<file path="config.mk">
export PLATFORM = sky130hd
export DESIGN_NAME = ttc_top
export DESIGN_NICKNAME = d
export VERILOG_FILES = /design/src/ttc_pkg.sv /design/src/ttc_pin_sampler.sv /design/src/ttc_top.sv
export VERILOG_INCLUDE_DIRS = /design/src /design/src/src
export SDC_FILE = /design/constraint.sdc
export NUM_CORES = 1
export LEC_CHECK = 0
export ABC_AREA = 1
export BUFFER_PORTS_ARGS = -buffer_cell sky130_fd_sc_hd__buf_2
export CORE_MARGIN = 2
export CORE_UTILIZATION = 50
export CTS_CLUSTER_SIZE = 16
export DETAILED_ROUTE_END_ITERATION = 10
export PLACE_DENSITY = 0.7
export REMOVE_ABC_BUFFERS = 1
export SYNTH_ARGS = -nofsm -noshare
export SYNTH_HDL_FRONTEND = slang
export SYNTH_SLANG_ARGS = --single-unit
</file>
<file path="constraint.sdc">
create_clock -name sys_clk_in -period 6.3 [get_ports sys_clk_in]
set_input_delay 0.315 -clock sys_clk_in [delete_from_list [all_inputs] [get_ports sys_clk_in]]
set_output_delay 0.315 -clock sys_clk_in [all_outputs]
set_load 0.02 [all_outputs]
</file>
<file path="src/ttc_defines.svh">
// Constants of the three-timer counter unit: fields, reset values, timings
`ifndef TTC_DEFINES_SVH
`define TTC_DEFINES_SVH

// Clock rate and machine cycle
`define TTC_CLK_HZ 40000000
`define TTC_MC_CLKS 4
// Time-base dividers and prescaler width
`define TTC_SLOW_DIV 12
`define TTC_FAST_DIV 4
`define TTC_PRE_W 4

// Mode register fields, first timer in low nibble
`define TTC_M0_LSB 0
`define TTC_CT0_BIT 2
`define TTC_GATE0_BIT 3
`define TTC_M1_LSB 4
`define TTC_CT1_BIT 6
`define TTC_GATE1_BIT 7

// General timer modes
`define TTC_MODE_13 2'h0
`define TTC_MODE_16 2'h1
`define TTC_MODE_RELOAD 2'h2
`define TTC_MODE_SPLIT 2'h3

// Mode 0 prescale field of the low byte
`define TTC_M0_LO_MAX 5'h1f

// Count register write selects
`define TTC_SEL_TL0 3'h0
`define TTC_SEL_TH0 3'h1
`define TTC_SEL_TL1 3'h2
`define TTC_SEL_TH1 3'h3
`define TTC_SEL_TL2 3'h4
`define TTC_SEL_TH2 3'h5
`define TTC_SEL_CAPL 3'h6
`define TTC_SEL_CAPH 3'h7

// Reset values and word maximum
`define TTC_BYTE_RST 8'h00
`define TTC_WORD_RST 16'h0000
`define TTC_SPEED_RST 1'b0
`define TTC_WORD_MAX 16'hffff

`endif

</file>
<file path="src/ttc_pkg.sv">
// Types shared by the three-timer counter unit
package ttc_pkg;
	// Working modes of the third timer
	typedef enum logic [1:0] {
		TTC_T2_CAPTURE,
		TTC_T2_RELOAD_UP,
		TTC_T2_UPDOWN,
		TTC_T2_BAUD
	} ttc_t2_mode_e;
	typedef logic [7:0] ttc_byte_t;
	typedef logic [15:0] ttc_word_t;
endpackage

</file>
<file path="src/ttc_pin_sampler.sv">
// Once-per-machine-cycle sampler of a count or trigger pin
`timescale 1ns/100ps
`include "ttc_defines.svh"
module ttc_pin_sampler import ttc_pkg::*; (
	// Clock, reset, enable
	input wire logic sys_clk_in,
	input wire logic rst_in,
	input wire logic ce_in,
	// Machine-cycle tick and pin
	input wire logic tick_in,
	input wire logic pin_in,
	// Sampled level and recognised falling edge
	output logic level_out,
	output logic fall_out
);
	// Last sample taken
	logic samp_q;
	// One-cycle pulse after a high sample then a low sample
	logic fall_q;

	// Sample at the tick; a pulse narrower than a machine cycle may be missed
	always_ff @(posedge sys_clk_in or posedge rst_in) begin
		if (rst_in) begin
			samp_q <= 1'b1;
			fall_q <= 1'b0;
		end else if (ce_in) begin
			if (tick_in) begin
				samp_q <= pin_in;
				fall_q <= samp_q & ~pin_in;
			end else begin
				fall_q <= 1'b0;
			end
		end
	end

	assign level_out = samp_q;
	assign fall_out = fall_q;
endmodule // ttc_pin_sampler

</file>
<file path="src/ttc_top.sv">
// Three-timer counter unit: two general timers and an up/down third timer
// Contract
// - Speed bit picks divide-by-12 or divide-by-4
// - Reset clears all three speed select bits
// - Mode 0 is 13 bits, low-byte top ignored
// - Mode 0 carries at bit 4, wraps, sets flag
// - Count needs run bit and gate or pin
// - Function bit picks time-base or pin falls
// - Mode 1 is 16 bits, wrap sets flag
// - Mode 2 reloads low from high byte
// - Mode 3 freezes the second timer
// - Split mode: high byte uses second run bit and flag
// - Second timer runs without run or flag
// - Third timer clock from pin or divider
// - Capture mode counts up, wrap sets flag
// - Trigger fall captures count, sets external flag
// - Capture-clear zeroes count after capture
// - Up reload mode reloads from capture registers
// - Trigger fall also reloads in up mode
// - Up/down: pin sets direction, two reloads
// - Up/down reload toggles external flag, no request
// - Baud mode reloads without overflow flag
// - Clock-out gives 50% clock, no request
// - Clock-out period is four times capture
// - Count and trigger pins sampled per machine cycle, hold levels
// - Mode register function bits 2 and 6
`timescale 1ns/100ps
`include "ttc_defines.svh"
module ttc_top import ttc_pkg::*; (
	// Clock, reset, enable
	input wire logic sys_clk_in,
	input wire logic rst_in,
	input wire logic ce_in,
	// General timer controls
	input wire logic [7:0] timer_mode_register_in,
	input wire logic [1:0] run_bit_in,
	input wire logic timer_zero_speed_select_in,
	input wire logic timer_one_speed_select_in,
	// Third timer controls
	input wire logic third_speed_select_in,
	input wire logic third_source_select_in,
	input wire logic third_run_bit_in,
	input wire logic capture_reload_select_in,
	input wire logic trigger_enable_in,
	input wire logic capture_clear_bit_in,
	input wire logic down_count_enable_in,
	input wire logic receive_baud_select_in,
	input wire logic transmit_baud_select_in,
	input wire logic clock_out_enable_in,
	// Pins
	input wire logic [1:0] external_interrupt_pin_in,
	input wire logic first_count_pin_in,
	input wire logic second_count_pin_in,
	input wire logic third_count_pin_in,
	input wire logic trigger_pin_in,
	// Count register writes
	input wire logic wr_en_in,
	input wire logic [2:0] wr_sel_in,
	input wire logic [7:0] wr_data_in,
	// Flag clears
	input wire logic [1:0] clr_overflow_flag_in,
	input wire logic clr_third_overflow_flag_in,
	input wire logic clr_external_flag_in,
	// Counts and flags
	output logic [15:0] timer0_count_out,
	output logic [15:0] timer1_count_out,
	output logic [15:0] timer2_count_out,
	output logic [15:0] capture_out,
	output logic [1:0] overflow_flag_out,
	output logic third_overflow_flag_out,
	output logic external_flag_out,
	// Requests and clocks
	output logic irq_timer0_out,
	output logic irq_timer1_out,
	output logic irq_timer2_out,
	output logic baud_tick_out,
	output logic clock_out_pin_out
);
	// Prescaler state and ticks
	logic [`TTC_PRE_W-1:0] pre_q;
	logic tick_fast, tick_slow;
	// Registered speed selects
	logic spd0_q, spd1_q, spd2_q;
	// Count bytes and flags
	ttc_byte_t tl0_q, th0_q, tl1_q, th1_q, tl2_q, th2_q, capl_q, caph_q;
	logic tf0_q, tf1_q, tf2_q, external_flag_q;
	// Pin sampler results
	logic [3:0] pins, pin_lvl, pin_fall;
	// Mode fields
	logic [1:0] m0, m1;
	logic split0;
	// Count enables
	logic tb0, tb1, tb2, en0, en1, en_th0, en2;
	// General timer next values
	logic [16:0] step0, step1;
	ttc_byte_t tl0_d, th0_d, tl1_d, th1_d;
	logic set_tf0, set_tf1;
	// Third timer working values
	ttc_t2_mode_e t2_mode;
	logic co_mode, baud_mode, trig;
	ttc_word_t t2_cnt, t2_d, cap_d;
	logic set_tf2, set_external_flag, tog_external_flag, baud_d, cap_hit;
	// Clock-out generator
	logic [16:0] co_cnt_q;
	logic co_q, irq2_q, baud_q;

	// One step of a general timer in modes 0 to 2; mode 3 holds
	function automatic logic [16:0] gt_step(input logic [1:0] m,
			input ttc_word_t c);
		logic [16:0] r;
		r = {1'b0, c};
		case (m)
			`TTC_MODE_13: begin
				r[4:0] = c[4:0] + 5'h01;
				if (c[4:0] == `TTC_M0_LO_MAX) begin
					{r[16], r[15:8]} = {1'b0, c[15:8]} + 9'h001;
				end
			end
			`TTC_MODE_16: r = {1'b0, c} + 17'h00001;
			`TTC_MODE_RELOAD: begin
				if (c[7:0] == 8'hff) begin
					r = {1'b1, c[15:8], c[15:8]};
				end else begin
					r[7:0] = c[7:0] + 8'h01;
				end
			end
			default: r = {1'b0, c};
		endcase
		return r;
	endfunction

	// Machine cycle prescaler; 12 is a multiple of 4 so both share it
	always_ff @(posedge sys_clk_in or posedge rst_in) begin
		if (rst_in) begin
			pre_q <= '0;
		end else if (ce_in) begin
			if (pre_q == `TTC_PRE_W'(`TTC_SLOW_DIV - 1)) begin
				pre_q <= '0;
			end else begin
				pre_q <= pre_q + `TTC_PRE_W'(1);
			end
		end
	end
	assign tick_fast = (pre_q[1:0] == 2'(`TTC_FAST_DIV - 1));
	assign tick_slow = (pre_q == `TTC_PRE_W'(`TTC_SLOW_DIV - 1));

	// Speed selects; reset falls back to the slow time-base
	always_ff @(posedge sys_clk_in or posedge rst_in) begin
		if (rst_in) begin
			spd0_q <= `TTC_SPEED_RST;
			spd1_q <= `TTC_SPEED_RST;
			spd2_q <= `TTC_SPEED_RST;
		end else if (ce_in) begin
			spd0_q <= timer_zero_speed_select_in;
			spd1_q <= timer_one_speed_select_in;
			spd2_q <= third_speed_select_in;
		end
	end

	// Pin samplers, one per count pin and the trigger pin, sampled each machine cycle
	assign pins = {trigger_pin_in, third_count_pin_in,
		second_count_pin_in, first_count_pin_in};
	generate
		for (genvar i = 0; i < 4; i++) begin : g_pin
			ttc_pin_sampler u_samp (
				.sys_clk_in(sys_clk_in),
				.rst_in(rst_in),
				.ce_in(ce_in),
				.tick_in(tick_fast),
				.pin_in(pins[i]),
				.level_out(pin_lvl[i]),
				.fall_out(pin_fall[i])
			);
		end
	endgenerate

	// General timer enables
	assign m0 = timer_mode_register_in[`TTC_M0_LSB +: 2];
	assign m1 = timer_mode_register_in[`TTC_M1_LSB +: 2];
	assign split0 = (m0 == `TTC_MODE_SPLIT);
	assign tb0 = spd0_q ? tick_fast : tick_slow;
	assign tb1 = spd1_q ? tick_fast : tick_slow;
	// Gate lets the interrupt pin hold the count off
	assign en0 = run_bit_in[0]
		& (~timer_mode_register_in[`TTC_GATE0_BIT]
		| external_interrupt_pin_in[0])
		& (timer_mode_register_in[`TTC_CT0_BIT] ? pin_fall[0] : tb0);
	// Second run bit goes to the split high byte in split mode
	assign en1 = (split0 | run_bit_in[1])
		& (~timer_mode_register_in[`TTC_GATE1_BIT]
		| external_interrupt_pin_in[1])
		& (timer_mode_register_in[`TTC_CT1_BIT] ? pin_fall[1] : tb1);
	assign en_th0 = run_bit_in[1] & tb0;
	assign step0 = gt_step(m0, {th0_q, tl0_q});
	assign step1 = gt_step(m1, {th1_q, tl1_q});

	// Next values of the general timers
	always_comb begin
		tl0_d = tl0_q;
		th0_d = th0_q;
		tl1_d = tl1_q;
		th1_d = th1_q;
		set_tf0 = 1'b0;
		set_tf1 = 1'b0;
		if (split0) begin
			// Two 8-bit counters, high byte is clock-only
			if (en0) begin
				{set_tf0, tl0_d} = {1'b0, tl0_q} + 9'h001;
			end
			if (en_th0) begin
				{set_tf1, th0_d} = {1'b0, th0_q} + 9'h001;
			end
		end else if (en0) begin
			{set_tf0, th0_d, tl0_d} = step0;
		end
		if (en1 && m1 != `TTC_MODE_SPLIT) begin
			th1_d = step1[15:8];
			tl1_d = step1[7:0];
			// Flag belongs to the split high byte meanwhile
			set_tf1 = set_tf1 | (step1[16] & ~split0);
		end
	end

	// General count registers; a write beats a count in that byte
	always_ff @(posedge sys_clk_in or posedge rst_in) begin
		if (rst_in) begin
			tl0_q <= `TTC_BYTE_RST;
			th0_q <= `TTC_BYTE_RST;
			tl1_q <= `TTC_BYTE_RST;
			th1_q <= `TTC_BYTE_RST;
		end else if (ce_in) begin
			tl0_q <= (wr_en_in && wr_sel_in == `TTC_SEL_TL0) ? wr_data_in : tl0_d;
			th0_q <= (wr_en_in && wr_sel_in == `TTC_SEL_TH0) ? wr_data_in : th0_d;
			tl1_q <= (wr_en_in && wr_sel_in == `TTC_SEL_TL1) ? wr_data_in : tl1_d;
			th1_q <= (wr_en_in && wr_sel_in == `TTC_SEL_TH1) ? wr_data_in : th1_d;
		end
	end

	// Overflow flags; a set in the clearing cycle wins
	always_ff @(posedge sys_clk_in or posedge rst_in) begin
		if (rst_in) begin
			tf0_q <= 1'b0;
			tf1_q <= 1'b0;
		end else if (ce_in) begin
			tf0_q <= set_tf0 | (tf0_q & ~clr_overflow_flag_in[0]);
			tf1_q <= set_tf1 | (tf1_q & ~clr_overflow_flag_in[1]);
		end
	end

	// Third timer mode; baud and clock-out take over reload handling
	assign co_mode = clock_out_enable_in & ~third_source_select_in
		& ~capture_reload_select_in;
	assign baud_mode = receive_baud_select_in | transmit_baud_select_in
		| co_mode;
	always_comb begin
		if (baud_mode) begin
			t2_mode = TTC_T2_BAUD;
		end else if (capture_reload_select_in) begin
			t2_mode = TTC_T2_CAPTURE;
		end else if (down_count_enable_in) begin
			t2_mode = TTC_T2_UPDOWN;
		end else begin
			t2_mode = TTC_T2_RELOAD_UP;
		end
	end
	assign tb2 = spd2_q ? tick_fast : tick_slow;
	assign en2 = third_run_bit_in
		& (third_source_select_in ? pin_fall[2] : tb2);
	assign trig = trigger_enable_in & pin_fall[3];
	assign t2_cnt = {th2_q, tl2_q};
	assign cap_hit = (t2_cnt == {caph_q, capl_q});

	// Third timer next values
	always_comb begin
		t2_d = t2_cnt;
		cap_d = {caph_q, capl_q};
		set_tf2 = 1'b0;
		set_external_flag = 1'b0;
		tog_external_flag = 1'b0;
		baud_d = 1'b0;
		case (t2_mode)
			TTC_T2_CAPTURE: begin
				if (en2) begin
					{set_tf2, t2_d} = {1'b0, t2_cnt} + 17'h00001;
				end
				if (trig) begin
					cap_d = t2_cnt;
					set_external_flag = 1'b1;
					if (capture_clear_bit_in) begin
						t2_d = `TTC_WORD_RST;
					end
				end
			end
			TTC_T2_RELOAD_UP: begin
				if (trig) begin
					t2_d = cap_d;
					set_external_flag = 1'b1;
				end else if (en2 && t2_cnt == `TTC_WORD_MAX) begin
					t2_d = cap_d;
					set_tf2 = 1'b1;
				end else if (en2) begin
					t2_d = t2_cnt + 16'h0001;
				end
			end
			TTC_T2_UPDOWN: begin
				// Direction follows the sampled trigger pin level
				if (en2 && pin_lvl[3]) begin
					if (t2_cnt == `TTC_WORD_MAX) begin
						t2_d = cap_d;
						set_tf2 = 1'b1;
						tog_external_flag = 1'b1;
					end else begin
						t2_d = t2_cnt + 16'h0001;
					end
				end else if (en2) begin
					if (cap_hit) begin
						t2_d = `TTC_WORD_MAX;
						set_tf2 = 1'b1;
						tog_external_flag = 1'b1;
					end else begin
						t2_d = t2_cnt - 16'h0001;
					end
				end
			end
			TTC_T2_BAUD: begin
				if (en2 && t2_cnt == `TTC_WORD_MAX) begin
					t2_d = cap_d;
					baud_d = 1'b1;
				end else if (en2) begin
					t2_d = t2_cnt + 16'h0001;
				end
				set_external_flag = trig;
			end
			default: t2_d = t2_cnt;
		endcase
	end

	// Third timer and capture registers; hardware capture beats a write
	always_ff @(posedge sys_clk_in or posedge rst_in) begin
		if (rst_in) begin
			tl2_q <= `TTC_BYTE_RST;
			th2_q <= `TTC_BYTE_RST;
			capl_q <= `TTC_BYTE_RST;
			caph_q <= `TTC_BYTE_RST;
		end else if (ce_in) begin
			tl2_q <= (wr_en_in && wr_sel_in == `TTC_SEL_TL2) ? wr_data_in
				: t2_d[7:0];
			th2_q <= (wr_en_in && wr_sel_in == `TTC_SEL_TH2) ? wr_data_in
				: t2_d[15:8];
			capl_q <= (wr_en_in && wr_sel_in == `TTC_SEL_CAPL && !set_external_flag)
				? wr_data_in : cap_d[7:0];
			caph_q <= (wr_en_in && wr_sel_in == `TTC_SEL_CAPH && !set_external_flag)
				? wr_data_in : cap_d[15:8];
		end
	end

	// Third timer flags and the baud pulse for the serial port
	always_ff @(posedge sys_clk_in or posedge rst_in) begin
		if (rst_in) begin
			tf2_q <= 1'b0;
			external_flag_q <= 1'b0;
			baud_q <= 1'b0;
		end else if (ce_in) begin
			tf2_q <= set_tf2 | (tf2_q & ~clr_third_overflow_flag_in);
			if (set_external_flag) begin
				external_flag_q <= 1'b1;
			end else if (tog_external_flag) begin
				external_flag_q <= ~external_flag_q;
			end else if (clr_external_flag_in) begin
				external_flag_q <= 1'b0;
			end
			baud_q <= baud_d;
		end
	end

	// Combined third request; external flag muted in up/down mode
	always_ff @(posedge sys_clk_in or posedge rst_in) begin
		if (rst_in) begin
			irq2_q <= 1'b0;
		end else if (ce_in) begin
			irq2_q <= tf2_q | (external_flag_q & (t2_mode != TTC_T2_UPDOWN));
		end
	end

	// Clock-out: toggle every 2*capture clocks, so period is 4*capture
	always_ff @(posedge sys_clk_in or posedge rst_in) begin
		if (rst_in) begin
			co_cnt_q <= '0;
			co_q <= 1'b0;
		end else if (ce_in) begin
			if (!co_mode || !third_run_bit_in || cap_d == `TTC_WORD_RST) begin
				co_cnt_q <= '0;
				co_q <= 1'b0;
			end else if (co_cnt_q >= {caph_q, capl_q, 1'b0} - 17'h00001) begin
				co_cnt_q <= '0;
				co_q <= ~co_q;
			end else begin
				co_cnt_q <= co_cnt_q + 17'h00001;
			end
		end
	end

	// Outputs, all taken from flip-flops
	assign timer0_count_out = {th0_q, tl0_q};
	assign timer1_count_out = {th1_q, tl1_q};
	assign timer2_count_out = {th2_q, tl2_q};
	assign capture_out = {caph_q, capl_q};
	assign overflow_flag_out = {tf1_q, tf0_q};
	assign third_overflow_flag_out = tf2_q;
	assign external_flag_out = external_flag_q;
	assign irq_timer0_out = tf0_q;
	assign irq_timer1_out = tf1_q;
	assign irq_timer2_out = irq2_q;
	assign baud_tick_out = baud_q;
	assign clock_out_pin_out = co_q;
endmodule // ttc_top

</file>
==> run metrics, run 1 <==
library cells used by synthesis 48; status finished, final reports clean; DP HPWL 25,300 um; first drt pass iteration count 5; Crit path required time 6.56 ns; Sw Share 47.7%; R2R setup slack 2.94 ns; most common cell in the netlist nand2_1; Clock transition at path regs 0.08 ns; RSZ-0062 raised after global routing false; number of synthesized flops with an enable pin 0; Initial Util 51.2%; Post-DRT Antenna Nets 0; Seq/Total Area, Yosys 26.8%; drt first-iter violations 972; DR WL/cell 17.7 um; Gate power share 44.7%; Reg2Reg Capture Point co_cnt_q[7]; Skew-Pair Late Insertion Delay 0.37 ns; max cap viols 0; Root Driver clkbuf_16; Area growth, synth to finish 10.6%; most used cell, CP nor2_1; grt ovf 0; Psw 1510 uW; peak supply drop 0.172 mV; Mapped Cells 1,558; Die Wd 143 um; syn_area_per_cell 6.19 um2; synth top area cells dfrtp_1, nand2_1, nand3_1, inv_1, o21ai_0; worst min path class in2reg; Tot GR Track Use 33.4%; r2r worst-path depth 19; internal power 1660 uW; first-pass GRT wire length 53,400 um; crit path kind reg2reg; max_slew headroom 36.2%; post-CTS setup buffer count 0; Site Rows 50; Pleak 0.00556 uW; Final Cycle Share 53.3%; number of global-route vias before repair 9,956; Crit Path Max Fanout 13; top_reg_cell synth dfrtp_1; Synth top area share 25.7%; PD cells 297 nW/um2; hold path cells 3; H-tree depth 3; Clk pwr share 20.4%; Setup crit start kind flop; final WL 33,800 um; final core utilization 56.7%; FF-to-FF Start capl_q[1]; Critical Path Slowest Stage Cell dfrtp_1; dpl cell area 10,300 um2; Num CTS Buffers 9; nature of the critical path endpoint flop; CP arrival 3.61 ns; Final Cell Area 10,700 um2; critical path endpoint co_cnt_q[7]; Die ar. 20,400 um2; gp weighted congestion 0.997; Final Max Tran Viols 0; final setup TNS 0 ns; Die Ht 143 um; YS warnings 0; clock sinks 103; Worst Tran Pin Value 0.954 ns; DR vias 11,000; fin crit period 3.36 ns; drt drc 0; Port Buffer Count 119; post-synthesis cell area 9650 um2; initial antenna violation count 1; Setup crit start capl_q[1]; Crit path largest cell delay 0.43 ns; Net count, final 1,725; Max Buffers Root-to-Sink 2; Ports 120; top post-synthesis cells by count nand2_1, inv_1, nor2_1; Fmax 298 MHz; Yosys top cell by area dfrtp_1; vias per cell 5.76; sequential share of power 34.9%; Synth Register Bits 103; skew final 0.0139 ns; Core ar. 18,800 um2; Final setup viols 0; Final Hold Vio Count 0; CTS tree done; fraction of layout cells with a size suffix above 1 11.2%; FFs w/ async S/R, synth 100%; largest net degree at the start of global routing 74; CP Cell Sequence inv_1 > ha_1 > nand4_1 > nor3_2 > nand4_1 > nor2_1 > nand3_1 > xor2_1 > inv_1 > ha_1 > nand2_1 > nor2_1 > nand2_1 > nor3_1 > nor2_1 > nand3_2 > nand2_2 > inv_2 > nor2_1
[layer usage]
metal	routed length (um)	up-vias	GRT usage [%]
li1	-	5280	-
met1	13900	5025	45.0
met2	15000	581	52.7
met3	3350	110	5.84
met4	1550	0	15.0
met5	0	-	0
[registers in the layout, summed over array words and instances (netlist names), 4 cells and up]
register and count:
th1_q 8, th0_q 8, caph_q 8, g_pin.u_samp.fall_out 4
tl2_q 8, g_pin.u_samp.level_out 4, th2_q 8, co_cnt_q 17
tl1_q 8, capl_q 8, tl0_q 8, pre_q 4
[critical path: cells and delay by family, from the launching register on]
| kind | cells | cell delay, ns |
|---|---|---|
| adders and majority gates | 2 | 0.51 |
| and+or+nand+nor | 13 | 1.70 |
| xor gates and xnor gates | 1 | 0.14 |
| DFF | 1 | 0.43 |
| buffers and inverters | 3 | 0.46 |
[cell families after synthesis]
family | Yosys count | synth area share [%]
compound gates | 277 | 16.2
xor+xnor | 50 | 4.54
fa+ha+maj | 35 | 4.54
buf+inv | 232 | 10.1
flops | 103 | 26.8
simple gates | 861 | 37.9
[worst min path at each step]
stage / from / to / slack (ns)
2_1_floorplan: ce_in / pre_q[0] / 0.40
3_3_place_gp: rst_in / g_pin[2].u_samp.fall_out / 0.34
3_5_place_dp: rst_in / g_pin[2].u_samp.fall_out / 0.35
4_1_cts: third_speed_select_in / spd2_q / 0.14
5_1_grt: third_speed_select_in / spd2_q / 0.16
6_report: third_speed_select_in / spd2_q / 0.15
[power by group through the flow]
stage                     Clock, uW  Sequential [uW]  Combinational (uW)
after global placement            0             1100                1370
after CTS                       661             1090                1400
after detailed placement          0             1100                1390
after global routing            681             1130                1580
final                           647             1100                1420
after floorplan                   0             1170                 833
[cell type report]
| class | count | area [um2] |
|---|---|---|
| clock buffer | 10 | 229 |
| inverter | 178 | 671 |
| timing repair buffer | 128 | 666 |
| sequential | 103 | 2580 |
| fill | 1920 | 8160 |
| antenna | 1 | 2.50 |
| multi-input combinational | 1223 | 6090 |
| tap | 260 | 325 |
| clock inverter | 6 | 105 |
[stage by stage]
stage,cells,hold slack (ns),setup slack [ns],total power [uW]
after floorplan,1504,0.401,3.29,2000
after global placement,1891,0.345,3.08,2480
after detailed placement,1891,0.350,2.94,2490
after CTS,1908,0.138,2.95,3150
after global routing,1909,0.157,2.64,3380
final,1909,0.148,2.94,3170
[placed cells by master (no fill, tap or decap), types with 18 or more instances in the layout]
cell      instances
o21ai_0         124
a21oi_1          74
buf_2           119
ha_1             35
o211ai_1         22
dfrtp_1          99
xor2_1           41
inv_1           165
nand4_1          25
o22ai_1          18
nand2_1         487
nor2_1          157
nand3_1         141
[timing repair]
action | in CTS | in global routing
gates resized for setup | 0 | 0
hold buffers | 1 | 0
hold endpoints to repair | 31 | 0
Note: power is estimated with default switching activity, not from simulation.
==> run 2, diff against run 1 <==
==> constraint.sdc (replaced) <==
create_clock -name sys_clk_in -period 3.5 [get_ports sys_clk_in]
set_input_delay 0.175 -clock sys_clk_in [delete_from_list [all_inputs] [get_ports sys_clk_in]]
set_output_delay 0.175 -clock sys_clk_in [all_outputs]
set_load 0.02 [all_outputs]
==> run 2 against run 1 <==
Net effect: worst hold slack got worse by 0.14 ns; cell area rose by 1.6%; sequential power rose by 80%; clock skew fell by 0.0035 ns; flip-flop and latch count did not move.
==> run metrics, run 2 (synthesis results as in run 1) <==
status finished, final reports clean; largest net degree at the start of global routing 64; first drt pass iteration count 5; Setup crit start kind flop; M1 GR Usage 48.5%; grt ovf 0; fraction of layout cells with a size suffix above 1 12.6%; Clock transition at path regs 0.08 ns; Worst Path Buf+Inv 3; CP arrival 3.48 ns; CP delay by family, top simple AND/OR/NAND/NOR gates; max_slew headroom 35.4%; max cap viols 0; Die Ht 143 um; Final Max Tran Viols 0; H-tree depth 3; leading cell type in the layout, fill and taps excluded nand2_1; Setup crit start capl_q[1]; Critical Path Slowest Stage Cell dfrtp_1; most frequent cells in the layout nand2_1, inv_1, nor2_1, nand3_1, o21ai_0; Die ar. 20,400 um2; peak supply drop 0.336 mV; drt drc 0; Num CTS Buffers 9; final WL 34,800 um; gp weighted congestion 1.00; hold path cells 3; Ports 120; RSZ-0062 raised after global routing false; CP Cell Sequence inv_1 > ha_2 > nand4_1 > nor3_2 > nand4_1 > nor2_2 > nand3_1 > xor2_1 > inv_1 > ha_1 > nand2_1 > nor2_2 > nand2_1 > nor3_1 > nor2_1 > nand3_2 > nand2_2 > inv_4 > nor2_1; Pleak 0.00566 uW; CTS tree done; Skew-Pair Late Insertion Delay 0.37 ns; Final Cycle Share 92.1%; Root Driver clkbuf_16; initial antenna violation count 1; number of global-route vias before repair 10,300; critical path depth 19; DR WL/cell 18.0 um; FF-to-FF Start capl_q[1]; Initial Util 51.2%; Die Wd 143 um; skew final 0.0104 ns; worst min path class in2reg; Placed Cells incl. Taps 1,911; first-pass GRT wire length 55,000 um; Max Buffers Root-to-Sink 2; Post-DRT Antenna Nets 0; drt first-iter violations 1,125; DR vias 11,100; Final Non-Filler Cells 1,930; Final Hold Vio Count 0; post-CTS setup buffer count 0; met2 Usage GRT 52.0%; Area growth, synth to finish 12.4%; Net count, final 1,746; crit path kind reg2reg; max reg flops 17; grt peak-use layer met2; fin crit period 3.22 ns; met3 usage 4.69%; final setup TNS 0 ns; Site Rows 50; Core ar. 18,800 um2; Biggest register co_cnt_q; Crit Path Max Fanout 13; origin of the worst min-delay path timer_one_speed_select_in; Port Buffer Count 119; DP HPWL 26,400 um; Tot GR Track Use 34.5%; PD cells 531 nW/um2; Final setup viols 0; Crit path required time 3.76 ns; clock sinks 103; Crit path largest cell delay 0.45 ns; Fmax 310 MHz; vias per cell 5.75; r2r worst-path depth 19; Worst Tran Pin Value 0.957 ns; nature of the critical path endpoint flop
==> run 2: per-stage QoR <==
step	hold WS [ns]	setup WS [ns]	total power, uW	utilization [%]	instance area, um2
CTS	0.000697	0.248	5710	57.5	10800
finish	0.0119	0.276	5760	57.6	10800
floorplan	0.261	0.521	3600	-	9340
global route	0.0254	0.00299	6150	57.6	10800
detailed placement	0.384	0.249	4560	55.6	10500
global placement	0.379	0.389	4530	55.6	10500
==> run 2: final timing paths <==
check / endpoint / slack (ns)
min in group asynchronous: g_pin[2].u_samp.fall_out / 0.51
hold reg to reg: spd2_q / 0.48
setup reg to reg: co_cnt_q[10] / 0.28
hold / removal: spd1_q / 0.01
setup / recovery: co_cnt_q[10] / 0.28
max in group asynchronous: th2_q[2] / 2.16
==> run 2: report_power, final <==
group / switching (uW) / total [uW] / internal [uW]
Sequential: 507 / 1980 / 1480
Clock: 538 / 1130 / 596
Combinational: 1740 / 2640 / 904
Total: 2780 / 5760 / 2980
==> run 2: cell type report <==
type | count | area, um2
tap | 260 | 325
sequential | 103 | 2580
multi-input combinational | 1223 | 6110
fill | 1957 | 7990
clock buffer | 10 | 239
timing repair buffer | 149 | 826
inverter | 178 | 673
antenna | 1 | 2.50
clock inverter | 6 | 86.3
==> run 2: metal layers <==
metal | wire length [um] | vias up | share of wire [%]
met3 | 2840 | 105 | 8.2
li1 | - | 5321 | -
met4 | 1640 | 0 | 4.7
met2 | 15100 | 565 | 44
met5 | 0 | - | 0
met1 | 15100 | 5115 | 44
==> run 2: tightest hold or removal path, delay by kind of cell <==
kind	cells	cell delay, ns
buffers and inverters	1	0.07
and+or+nand+nor	1	0.04
AOI/OAI and AO/OA	1	0.05
==> run 2: timing repair <==
item / CTS / global route
gates resized for setup: 0 / 8
hold endpoints to repair: 45 / 0
endpoints found under the setup margin: 0 / 13
hold buffers: 2 / 0
==> run 3, diff against run 2 <==
--- a/config.mk
+++ b/config.mk
@@ -7,12 +7,11 @@
 export NUM_CORES = 1
 export LEC_CHECK = 0
 export ABC_AREA = 1
-export BUFFER_PORTS_ARGS = -buffer_cell sky130_fd_sc_hd__buf_2
 export CORE_MARGIN = 2
 export CORE_UTILIZATION = 50
 export CTS_CLUSTER_SIZE = 16
 export DETAILED_ROUTE_END_ITERATION = 10
-export PLACE_DENSITY = 0.7
+export DONT_BUFFER_PORTS = 1
 export REMOVE_ABC_BUFFERS = 1
 export SYNTH_ARGS = -nofsm -noshare
 export SYNTH_HDL_FRONTEND = slang
==> run 3 against run 2 <==
Net effect: maximum frequency increased by 1.3%; setup slack improved by 0.043 ns; clock power about the same; total power decreased by 1.8%; global-route usage increased by 1.2 points; clock skew about the same; critical endpoint unchanged.
==> run metrics, run 3 (synthesis results as in run 1) <==
most frequent cells in the layout nand2_1, inv_1, nor2_1, nand3_1, o21ai_0; peak supply drop 0.276 mV; max cap viols 0; final WL 36,300 um; fin crit period 3.18 ns; leading cell type in the layout, fill and taps excluded nand2_1; Worst Tran Pin Value 0.784 ns; number of global-route vias before repair 9,875; Reg2Reg Capture Point co_cnt_q[10]; status finished, final reports clean; Net count, final 1,662; Fmax 314 MHz; first-pass GRT wire length 56,000 um; end of the worst hold path th0_q[0]; largest net degree at the start of global routing 57; H-tree depth 3; Die ar. 20,400 um2; clock sinks 103; Final Max Tran Viols 0; total power 5650 uW; Final Cycle Share 90.9%; r2r worst-path depth 18; Initial Util 51.2%; hold path cells 2; Core ar. 18,800 um2; Die Wd 143 um; PD cells 535 nW/um2; worst min path class in2reg; CP Cell Sequence nor3_2 > nand2_1 > nor3_2 > nand3_1 > nor3_1 > nand3_1 > xor2_1 > inv_1 > ha_1 > a21oi_1 > o21ai_0 > a21oi_1 > nand2_1 > nor2_1 > nand3_2 > nand2_2 > inv_4 > nor2_1; Area growth, synth to finish 9.58%; Final Hold Vio Count 0; gp weighted congestion 0.992; max reg flops 17; skew final 0.0107 ns; DP HPWL 26,900 um; Site Rows 50; CP arrival 3.47 ns; drt drc 0; CP delay by family, top simple AND/OR/NAND/NOR gates; initial antenna violation count 2; Setup crit start kind flop; Crit path required time 3.79 ns; RSZ-0062 raised after global routing false; Post-DRT Antenna Nets 0; drt first-iter violations 998; Port Buffer Count 0; Critical Path Slowest Stage Cell dfrtp_2; Ports 120; Max Buffers Root-to-Sink 2; Crit Path Max Fanout 13; nature of the critical path endpoint flop; first drt pass iteration count 5; antenna cells 0; crit path kind reg2reg; CTS tree done; DR vias 10,600; final setup TNS 0 ns; Crit path largest cell delay 0.49 ns; origin of the worst min-delay path wr_data_in[0]; DR WL/cell 19.7 um; Biggest register co_cnt_q; Final setup viols 0; grt ovf 0; Root Driver clkbuf_16; Pleak 0.00529 uW; FF-to-FF Start capl_q[0]; Skew-Pair Late Insertion Delay 0.37 ns; Tot GR Track Use 35.8%; R2R setup slack 0.32 ns; Worst Path Buf+Inv 2; Num CTS Buffers 9; vias per cell 5.74; max_slew headroom 47.1%; Die Ht 143 um; fraction of layout cells with a size suffix above 1 6.56%; Clock transition at path regs 0.07 ns; Setup crit start capl_q[0]
run 3: changes by cell type in the layout (fill, tap and decap cells not counted), moves of 2 or more:
cell / previous run / this run
buf_2: 119 / 0
dlygate4sd3_1: 2 / 24
buf_4: 28 / 40
clkinv_2: 0 / 2
run 3: cell type report:
cell class,count,area (um2)
Timing Repair Buffer,65,561
Inverter,178,673
Tap cell,260,325
Sequential cell,103,2580
Clock inverter,7,106
Multi-Input combinational cell,1223,6100
Fill cell,1982,8260
Clock buffer,9,225
run 3: worst max path at each step:
stage	cells past startpoint	to	slack, ns
after floorplan	19	co_cnt_q[10]	0.52
after global placement	18	co_cnt_q[6]	0.29
after detailed placement	18	co_cnt_q[10]	0.20
after CTS	18	co_cnt_q[10]	0.19
after global routing	18	co_cnt_q[11]	0.02
final	18	co_cnt_q[10]	0.32
run 3: metrics by stage:
step	util (%)	instances	area, um2	hold slack (ns)	setup WS (ns)
CTS	55.9	1841	10500	0.000815	0.187
finish	56.2	1845	10600	0.00249	0.318
floorplan	-	1504	9340	0.261	0.521
global route	56.2	1845	10600	0.0107	0.0155
global placement	52.9	1803	9960	0.210	0.289
detailed placement	52.9	1803	9960	0.214	0.201
run 3: worst reg2reg max path, cell delays in order, from the launching register on:
cell and delay, ns:
dfrtp_2 0.49, nor3_2 0.29, nand2_1 0.14, nor3_2 0.18, nand3_1 0.14, nor3_1 0.25
nand3_1 0.13, xor2_1 0.15, inv_1 0.06, ha_1 0.29, a21oi_1 0.12, o21ai_0 0.10
a21oi_1 0.12, nand2_1 0.07, nor2_1 0.16, nand3_2 0.14, nand2_2 0.12, inv_4 0.08
nor2_1 0.10
run 3: routing by layer:
| layer | GRT usage [%] | routed length [um] | vias up |
|---|---|---|---|
| met5 | 0 | 11 | - |
| met4 | 12.0 | 1150 | 2 |
| met3 | 10.3 | 3610 | 80 |
| met2 | 57.3 | 16500 | 481 |
| met1 | 46.3 | 15000 | 4887 |
| li1 | - | - | 5137 |
run 3: power by group:
group          total [uW]  switching (uW)  internal, uW  leakage, uW
Sequential           2200             727          1470      0.00133
Clock                1150             515           640     0.000164
Combinational        2300            1480           819      0.00379
Total                5650            2720          2930      0.00529
run 3: timing repair:
item	in CTS	in global routing
buffers inserted	0	1
setup endpoints to repair	0	14
gates resized for setup	0	6
hold endpoints to repair	93	3
hold buffers	22	3
